==> src/logic/led_latch_map.vh <==
// Constants for the serial-in parallel-out LED latch block
// Assumes inclusion by logic/led_latch.v only
`ifndef LED_LATCH_MAP_VH
`define LED_LATCH_MAP_VH
`define LL_STAGES 8
`define LL_SR_RESET 8'h00
`define LL_LATCH_RESET 8'h00
`define LL_SINK_OFF 8'h00
`define LL_SYNC_RESET 3'h0
`define LL_OE_SYNC_RESET 3'h7
`define LL_LEVEL_LOW 1'h0
`define LL_LEVEL_HIGH 1'h1
`define LL_SDO_RESET 1'h0
`define LL_FIFO_DEPTH 32
`define LL_FIFO_PTR_W 5
`endif

==> src/logic/led_fifo.v <==
// Bit buffer of the LED latch: the FIFO module is kept with the rest of the logic in logic/led_latch.v
// Assumes logic/led_latch.v is compiled; this file defines no module

==> src/logic/led_latch.v <==
// Serial-in parallel-out LED latch: shift register, transparent latch, output gate, bit buffer
// Assumes link pins arrive asynchronously and are sampled by clock_i
// Operation
// (RULE1) Each rising shift clock edge shifts serial_in into stage 0, others move on
// (RULE2) Eight stages; newest bit maps to sink 0, oldest to sink 7
// (RULE3) Latch control high makes the latch transparent to the shift register
// (RULE4) Latch control low holds the latched value while shifting continues
// (RULE5) Sinks follow latched data only while output enable low
// (RULE6) Output enable high forces all sinks off, state kept
// (RULE7) serial_out shows the last stage for cascading
// (RULE8) Reset forces all sinks off until data is loaded and enabled
// (RULE9) Controller shifts eight bits, pulses latch control, drives enable low
// (RULE10) Latched one turns a sink on, zero turns it off
`timescale 1ns/1ps
`include "led_latch_map.vh"
module led_latch #(
    parameter STAGES = `LL_STAGES,
    parameter FIFO_DEPTH = `LL_FIFO_DEPTH
) (
    // Clock and reset
    input wire clock_i,
    input wire srst_i,
    // Link pins
    input wire shift_clk_i,
    input wire serial_in_i,
    input wire latch_pass_n_i,
    input wire out_enable_n_i,
    output reg serial_out_o,
    // Sink outputs, high means sinking
    output reg [STAGES-1:0] sink_on_o,
    // Buffer back-pressure
    output wire fifo_ready_o
);
    // Three-flop pin samplers
    reg [2:0] clk_s;
    reg [2:0] din_s;
    reg [2:0] la_s;
    reg [2:0] oe_s;
    // Settled pin levels
    reg clk_st_q;
    reg din_st_q;
    reg la_st_q;
    reg oe_st_q;
    wire clk_st_d;
    wire din_st_d;
    wire la_st_d;
    wire oe_st_d;
    // Shift register, latch and output gate
    reg [STAGES-1:0] sr_q;
    reg [STAGES-1:0] sr_d;
    reg [STAGES-1:0] latch_q;
    reg [STAGES-1:0] latch_d;
    reg [STAGES-1:0] sink_d;
    reg serial_out_d;
    // Bit buffer between sampler and shift register
    wire rise;
    wire fifo_in_valid;
    wire fifo_out_valid;
    wire fifo_out_ready;
    wire fifo_bit;

    // Stable value once the second and third flops agree
    function stable;
        input [2:0] s;
        input prev;
        begin
            stable = (s[1] == s[2]) ? s[1] : prev;
        end
    endfunction

    // Shift one bit into the lowest stage
    function [STAGES-1:0] shift_in;
        input [STAGES-1:0] sr;
        input b;
        begin
            shift_in = {sr[STAGES-2:0], b};
        end
    endfunction

    // Sink drive from latch contents and enable
    function [STAGES-1:0] gate;
        input [STAGES-1:0] data;
        input off;
        begin
            if (off) begin
                gate = `LL_SINK_OFF;
            end else begin
                gate = data;
            end
        end
    endfunction

    // Pin samplers, reset to the idle pin levels
    always @(posedge clock_i) begin
        if (srst_i) begin
            clk_s <= `LL_SYNC_RESET;
        end else begin
            clk_s <= {clk_s[1:0], shift_clk_i};
        end
    end

    always @(posedge clock_i) begin
        if (srst_i) begin
            din_s <= `LL_SYNC_RESET;
        end else begin
            din_s <= {din_s[1:0], serial_in_i};
        end
    end

    always @(posedge clock_i) begin
        if (srst_i) begin
            la_s <= `LL_SYNC_RESET;
        end else begin
            la_s <= {la_s[1:0], latch_pass_n_i};
        end
    end

    always @(posedge clock_i) begin
        if (srst_i) begin
            oe_s <= `LL_OE_SYNC_RESET;
        end else begin
            oe_s <= {oe_s[1:0], out_enable_n_i};
        end
    end

    // Settled levels
    assign clk_st_d = stable(clk_s, clk_st_q);
    assign din_st_d = stable(din_s, din_st_q);
    assign la_st_d = stable(la_s, la_st_q);
    assign oe_st_d = stable(oe_s, oe_st_q);

    always @(posedge clock_i) begin
        if (srst_i) begin
            clk_st_q <= `LL_LEVEL_LOW;
        end else begin
            clk_st_q <= clk_st_d;
        end
    end

    always @(posedge clock_i) begin
        if (srst_i) begin
            din_st_q <= `LL_LEVEL_LOW;
        end else begin
            din_st_q <= din_st_d;
        end
    end

    always @(posedge clock_i) begin
        if (srst_i) begin
            la_st_q <= `LL_LEVEL_LOW;
        end else begin
            la_st_q <= la_st_d;
        end
    end

    always @(posedge clock_i) begin
        if (srst_i) begin
            oe_st_q <= `LL_LEVEL_HIGH;
        end else begin
            oe_st_q <= oe_st_d;
        end
    end

    // Data is taken one cycle before the clock edge shows, as set up at the pin
    assign rise = clk_st_d && !clk_st_q;
    assign fifo_in_valid = rise;
    assign fifo_out_ready = 1'h1;

    led_fifo #(.WIDTH(1), .DEPTH(FIFO_DEPTH), .PTR_W(`LL_FIFO_PTR_W)) u_fifo (
        .clock_i(clock_i),
        .srst_i(srst_i),
        .in_valid_i(fifo_in_valid),
        .in_ready_o(fifo_ready_o),
        .in_data_i(din_st_q),
        .out_valid_o(fifo_out_valid),
        .out_ready_i(fifo_out_ready),
        .out_data_o(fifo_bit)
    );

    always @* begin
        sr_d = sr_q;
        if (fifo_out_valid) begin
            sr_d = shift_in(sr_q, fifo_bit); // RULE1 RULE2
        end
    end

    always @* begin
        latch_d = latch_q; // RULE4
        if (la_st_q) begin
            latch_d = sr_q; // RULE3
        end
    end

    always @* begin
        sink_d = gate(latch_q, oe_st_q); // RULE5 RULE6 RULE10
    end

    always @* begin
        serial_out_d = sr_q[STAGES-1]; // RULE7
    end

    always @(posedge clock_i) begin
        if (srst_i) begin
            sr_q <= `LL_SR_RESET;
        end else begin
            sr_q <= sr_d;
        end
    end

    always @(posedge clock_i) begin
        if (srst_i) begin
            latch_q <= `LL_LATCH_RESET;
        end else begin
            latch_q <= latch_d;
        end
    end

    always @(posedge clock_i) begin
        if (srst_i) begin
            sink_on_o <= `LL_SINK_OFF; // RULE8
        end else begin
            sink_on_o <= sink_d;
        end
    end

    always @(posedge clock_i) begin
        if (srst_i) begin
            serial_out_o <= `LL_SDO_RESET;
        end else begin
            serial_out_o <= serial_out_d;
        end
    end
endmodule

// Bit buffer: flip-flop FIFO with valid and ready on both sides
module led_fifo #(
    parameter WIDTH = 1,
    parameter DEPTH = 32,
    parameter PTR_W = 5
) (
    // Clock and reset
    input wire clock_i,
    input wire srst_i,
    // Write side
    input wire in_valid_i,
    output wire in_ready_o,
    input wire [WIDTH-1:0] in_data_i,
    // Read side
    output wire out_valid_o,
    input wire out_ready_i,
    output wire [WIDTH-1:0] out_data_o
);
    reg [WIDTH-1:0] mem_q [0:DEPTH-1];
    reg [PTR_W-1:0] wr_q;
    reg [PTR_W-1:0] rd_q;
    reg [PTR_W:0] cnt_q;
    wire push;
    wire pop;

    // Next pointer, wrapping after the last entry
    function [PTR_W-1:0] next_ptr;
        input [PTR_W-1:0] ptr;
        begin
            if (ptr == DEPTH - 1) begin
                next_ptr = {PTR_W{1'h0}};
            end else begin
                next_ptr = ptr + 1'h1;
            end
        end
    endfunction

    assign in_ready_o = (cnt_q != DEPTH);
    assign out_valid_o = (cnt_q != 0);
    assign out_data_o = mem_q[rd_q];
    assign push = in_valid_i && in_ready_o;
    assign pop = out_valid_o && out_ready_i;

    always @(posedge clock_i) begin
        if (push) begin
            mem_q[wr_q] <= in_data_i;
        end
    end

    always @(posedge clock_i) begin
        if (srst_i) begin
            wr_q <= {PTR_W{1'h0}};
        end else if (push) begin
            wr_q <= next_ptr(wr_q);
        end
    end

    always @(posedge clock_i) begin
        if (srst_i) begin
            rd_q <= {PTR_W{1'h0}};
        end else if (pop) begin
            rd_q <= next_ptr(rd_q);
        end
    end

    always @(posedge clock_i) begin
        if (srst_i) begin
            cnt_q <= {(PTR_W+1){1'h0}};
        end else if (push && !pop) begin
            cnt_q <= cnt_q + 1'h1;
        end else if (pop && !push) begin
            cnt_q <= cnt_q - 1'h1;
        end
    end
endmodule

==> config.mk <==
export PLATFORM = sky130hd
export DESIGN_NAME = led_latch
export DESIGN_NICKNAME = d
export VERILOG_FILES = /design/src/logic/led_fifo.v /design/src/logic/led_latch.v
export VERILOG_INCLUDE_DIRS = /design/src /design/src/logic
export SDC_FILE = /design/constraint.sdc
export NUM_CORES = 1
export LEC_CHECK = 0
export BUFFER_PORTS_ARGS = -buffer_cell sky130_fd_sc_hd__buf_2
export CAP_MARGIN = 20
export CORE_ASPECT_RATIO = 0.7
export CORE_UTILIZATION = 53
export DETAILED_ROUTE_END_ITERATION = 12
export HOLD_SLACK_MARGIN = 0.03
export PLACE_DENSITY = 0.76
export SYNTH_ARGS = -nofsm -noshare
export SYNTH_HDL_FRONTEND = slang
export SYNTH_SLANG_ARGS = --single-unit
==> constraint.sdc <==
create_clock -name clock_i -period 7.05 [get_ports clock_i]
set_input_delay 0.705 -clock clock_i [delete_from_list [all_inputs] [get_ports clock_i]]
set_output_delay 0.705 -clock clock_i [all_outputs]
set_load 0.05 [all_outputs]
Word-level counts from Yosys, hierarchy flattened
Memory sizes are Yosys's and may differ from the RTL's. A register that Yosys moved wholly into a read port is not among the register bits.
Cells that the tools add are included.
Widths: inputs -> output; s select.
- output and inout port bits: 10
- register bits after elaboration: 57
- memories kept: 1
- input port bits: 6
- word-level logic and storage cells: 44
- bits in writable memories: 32
- add/subtract/negate cells: 4
- reductions and logical operators: 10
- eq/ne operators: 7
- multiplexer cells: 7
- memories (memory ; depth ; width ; read ports ; clocked after Yosys merged registers in ; write ports ; RTL line ; source):
    u_fifo.mem_q ; 32 ; 1 ; 1 ; 1 ; 1 ; led_latch.v:253 ; reg [WIDTH-1:0] mem_q [0:DEPTH-1];
- operators by type and width (kind ; number):
    $mux 6 ; 2
    $add 5x1->5 const B ; 2
    $eq 5x5->1 const B ; 2
    $mux 5 ; 2
    $add 6x1->6 const B ; 1
    $ne 6x6->1 const B ; 1
    $reduce_bool 6->1 ; 1
    $sub 6x1->6 const B ; 1
    $eq 1x1->1 ; 4
    $logic_and 1x1->1 ; 4
    $logic_not 1->1 ; 3
    $mux 1 ; 3
    $reduce_bool 2->1 ; 1
    $reduce_or 2->1 ; 1

Logic depth before layout (Yosys ltp)
- word-level depth: 8
- gate-level depth with buffers: 12
- gate-level depth less buffers: 12

Hierarchy
From an unflattened synthesis, not the netlist that was laid out.
- cells, all modules: 341
- area, all modules: 3891.2 µm²
- by module, submodules not included (module ; area an instance (µm²) ; sequential area each (µm²) ; cells each ; times used):
    led_fifo ; 2585.0 ; 1381.3 ; 225 ; 1
    led_latch ; 1306.3 ; 820.8 ; 116 ; 1

Worst setup path after synthesis
OpenSTA, ideal clock, no wires.
- path type: register -> register
- start: register u_fifo.cnt_q[0]
- end: register u_fifo.cnt_q[5]
- library setup time: 0.121 ns
- stages on the path, launching flop included: 13
- buffers on the path: 0
- data arrival time: 3.130 ns
- setup slack: 3.799 ns
- period minus slack after synthesis: 3.251 ns
- data required time: 6.929 ns
- cell sequence: dfxtp_1 or4_4 or3b_4 nand4b_4 inv_6 ha_1 inv_1 ha_1 a21o_1 a21oi_1 o21ai_0 nand4_1 mux2_2
- word-level cells in the longest chain between the ends: 5
- elaborated cells on any way between the ends: 12
- those cells by class: 2 x add/sub; 1 x eq/ne; 2 x mux; 7 x reduce/logical
- RTL lines (item ; RTL line ; source):
    start, declared ; led_latch.v:256 ; reg [PTR_W:0] cnt_q;
    start signal, assigned ; led_latch.v:302 ; cnt_q <= {(PTR_W+1){1'h0}};
    start signal, assigned ; led_latch.v:304 ; cnt_q <= cnt_q + 1'h1;
    start signal, assigned ; led_latch.v:306 ; cnt_q <= cnt_q - 1'h1;
    $ne 6x6->1 * ; led_latch.v:272 ; assign in_ready_o = (cnt_q != DEPTH);
    via fifo_ready_o ; led_latch.v:32 ; output wire fifo_ready_o
    $logic_and 1x1->1 * ; led_latch.v:275 ; assign push = in_valid_i && in_ready_o;
    via u_fifo.push ; led_latch.v:257 ; wire push;
    $logic_not 1->1 ; led_latch.v:305 ; end else if (pop && !push) begin
    $logic_and 1x1->1 ; led_latch.v:305 ;
    $reduce_bool 2->1 (no source line) ; -- ;
Mark *: on every way through the listed nets, which the timed path passes. The rest lies on a longest branch. The select of a mux whose other input is x is not followed.
A chain may end at the register's enable or synchronous reset.

Worst setup path in the final report
- start: register u_fifo.cnt_q[0]
- end: register u_fifo.cnt_q[5]
- word-level cells in the longest chain between the ends: 5
- elaborated cells on any way between the ends: 12
- those cells by class: 2 x add/sub; 1 x eq/ne; 2 x mux; 7 x reduce/logical
- RTL lines (item):
    parallel branches: the longest is 5 deep, another holds $sub 6x1->6
Several ways; the timed one is not identified. The select of a mux whose other input is x is not followed.

==> impl_metrics.env <==
export IMPL_final_nets=347
export IMPL_fp_dieW_um=102
export IMPL_hold_viol=0
export IMPL_synth_cell_types=44
export IMPL_avgSynthCellArea_sq_um=11.7
export IMPL_netlist_instances=317
export IMPL_setup_viol=0
export IMPL_yosys_warnings=0
export IMPL_synth_most_common_cell="nor2_1"
export IMPL_period_share_pct=48.0
export IMPL_crit_path_end="u_fifo.cnt_q[5]$_SDFFE_PP0P_"
export IMPL_utilization_pct=59.5
export IMPL_reg2regPathDepth=10
export IMPL_track_usage_pct=19.5
export IMPL_dieArea_sq_um=7320
export IMPL_p_switching_mw=0.354
export IMPL_ys_seq_elements=89
export IMPL_pin_count=16
export IMPL_multi_input_area_sq_um=1500
export IMPL_slew_headroom_pct=33.1
export IMPL_num_fill_cells=570
export IMPL_hold_ws_ps=413
export IMPL_p_comb_share_pct=21.3
export IMPL_n_antenna_cell=0
export IMPL_drive_gt1_share_pct=18.0
export IMPL_worst_path_max_fanout=18
export IMPL_synth_fp_nets=335
export IMPL_pwr_share_seq_pct=50.1
export IMPL_dpl_cell_count=412
export IMPL_r2r_end="u_fifo.cnt_q[5]$_SDFFE_PP0P_"
export IMPL_p_int_mw=0.862
export IMPL_insertion_delay_ps=350
export IMPL_p_leak_nw=1.45
export IMPL_design_area_sq_um=4020
export IMPL_p_total_mw=1.22
export IMPL_antenna_found_initial=0
export IMPL_clock_skew_ps=11.4
export IMPL_place_congestion=0.794
export IMPL_ys_seq_area_share_pct=56.8
export IMPL_clockRootBuffer="clkbuf_8"
export IMPL_num_rows=25
export IMPL_start_kind="flip-flop"
export IMPL_numCtsBuffers=9
export IMPL_required_ps=7290
export IMPL_async_flop_share_pct=0
export IMPL_clock_path_buffers=2
export IMPL_r2r_setup_slack_ps=3660
export IMPL_drt_first_pass_iters=4
export IMPL_drv_slew=0
export IMPL_stdcell_count=428
export IMPL_core_area_sq_um=6760
export IMPL_cp_arrival_ps=3630
export IMPL_grt_pass1_wl_um=10600
export IMPL_r2r_start="u_fifo.cnt_q[0]$_SDFFE_PP0P_"
export IMPL_startpoint="u_fifo.cnt_q[0]$_SDFFE_PP0P_"
export IMPL_clock_sinks=89
export IMPL_drc_errors=0
export IMPL_setup_ws_ps=3660
export IMPL_postRouteAntennaNets=0
export IMPL_fin_crit_ps=3390
export IMPL_rsz0062_at_grt="no"
export IMPL_syn2layout_area_growth_pct=8.73
export IMPL_path_clk_slew_ps=90
export IMPL_drtIter0Drc=132
export IMPL_vias=2242
export IMPL_yosysTopAreaCell="dfxtp_1"
export IMPL_grt_pass1_vias=2175
export IMPL_status="finished, final reports clean"
export IMPL_synth_area_leaders="dfxtp_1 31%, edfxtp_1 26%, nor2_1 6.5%"
export IMPL_synth_area_sq_um=3700
export IMPL_grt_max_degree=52
export IMPL_wl_per_cell_um=14.6
export IMPL_power_density_nw_per_um2=302
export IMPL_path_class="reg2reg"
export IMPL_pwr_share_clk_pct=28.6
export IMPL_place_hpwl_um=4060
export IMPL_min_path_type="reg2reg"
export IMPL_io_buffers=15
export IMPL_worst_setup_path_end_kind="flip-flop"
export IMPL_switching_share_pct=29.1
export IMPL_setup_tns_final_ps=0
export IMPL_cap_viol_max_count=0
export IMPL_avgViaCountPerCell=5.24
export IMPL_vdd_drop_max_mv=0.193
export IMPL_synth_commonest_cells="64 x nor2_1, 57 x dfxtp_1, 32 x edfxtp_1"
export IMPL_htree_num_levels=3
export IMPL_post_cts_setup_buffers=0
export IMPL_placed_area_sq_um=3820
export IMPL_dp_worst_setup_slack_ps=3650
export IMPL_start_util_pct=54.8
export IMPL_grt_remaining_overflow=0
export IMPL_synth_edff_count=32
export IMPL_regArea_sq_um=2100
export IMPL_holdBufCountCts=0
export IMPL_synth_ff_type="dfxtp_1"
export IMPL_post_cts_resized=0
export IMPL_max_freq_mhz=295
export IMPL_worst_pin_slew_ps=1000
export IMPL_die_h_um=71.9
export IMPL_cts_tree="built"
export IMPL_synth_top_area_share_pct=30.8
export IMPL_min_from="oe_s[0]$_SDFF_PP1_"
export IMPL_wl_um=6260
## flip-flops by register name, indices dropped and copies added (netlist names), 5 cells and up
signal	cells
u_fifo.wr_q	5
gate.data	8
u_fifo.cnt_q	6
u_fifo.mem_q	32
u_fifo.rd_q	5
sink_on_o	8
sr_q	8
## kinds of logic after synthesis
family	count (synthesis)	share of synthesized area, %
muxes	32	11.7
AOI/OAI and AO/OA	30	4.57
and+or+nand+nor	130	19.1
DFF	89	56.8
adders and majority gates	12	4.06
xor gates and xnor gates	5	1.18
buffers and inverters	19	2.54
## critical path: stages (launching register included)
cell and delay, ps:
dfxtp_1 360, or4_4 580, nor3_4 610, ha_1 330, inv_1 120, ha_1 330
a21o_1 180, a21oi_1 230, o21ai_0 110, nand4_1 90, mux2_2 330
## worst min path at each step
| stage | cells after the start | end | slack (ps) |
|---|---|---|---|
| 2_1_floorplan | 1 | oe_s[1]$_SDFF_PP1_ | 390 |
| 3_3_place_gp | 1 | oe_s[1]$_SDFF_PP1_ | 390 |
| 3_5_place_dp | 1 | oe_s[1]$_SDFF_PP1_ | 400 |
| 4_1_cts | 1 | oe_s[1]$_SDFF_PP1_ | 420 |
| 5_1_grt | 1 | oe_s[1]$_SDFF_PP1_ | 430 |
| 6_report | 1 | oe_s[1]$_SDFF_PP1_ | 410 |
## power groups by stage
stage	registers (mW)	logic, mW	clock network (mW)
3_5_place_dp	0.622	0.257	0
5_1_grt	0.618	0.292	0.378
3_3_place_gp	0.619	0.251	0
6_report	0.610	0.259	0.348
4_1_cts	0.611	0.260	0.357
2_1_floorplan	0.593	0.247	0
## cell type report
| class | count | share of cell area, % |
|---|---|---|
| multi-input cells | 209 | 37.4 |
| repair buffers | 15 | 1.87 |
| well taps | 94 | 2.92 |
| flip-flops and latches | 89 | 52.3 |
| clock buffers | 9 | 3.08 |
| inverters | 5 | 0.591 |
| clock inverters | 7 | 1.90 |
## layer usage
metal  GRT usage [%]  vias to the layer above  part of all wire, %
met5               0                        -                    0
met4            5.56                        0                 0.62
met3            6.94                        4                  6.1
met2            29.4                       46                   46
met1            26.9                     1049                   47
li1                -                     1143                    -
## layout by cell type (no fill, tap or decap), drive strengths merged, types with 8 or more instances in the layout
master,count
nor2,64
a21oi,17
mux2i,22
mux4,9
and2,8
dfxtp,57
nor2b,12
ha,12
buf,15
inv,8
edfxtp,32
nand2,12
clkbuf,9
o21ai,8
No activity file was read; power rests on OpenSTA's default activity.
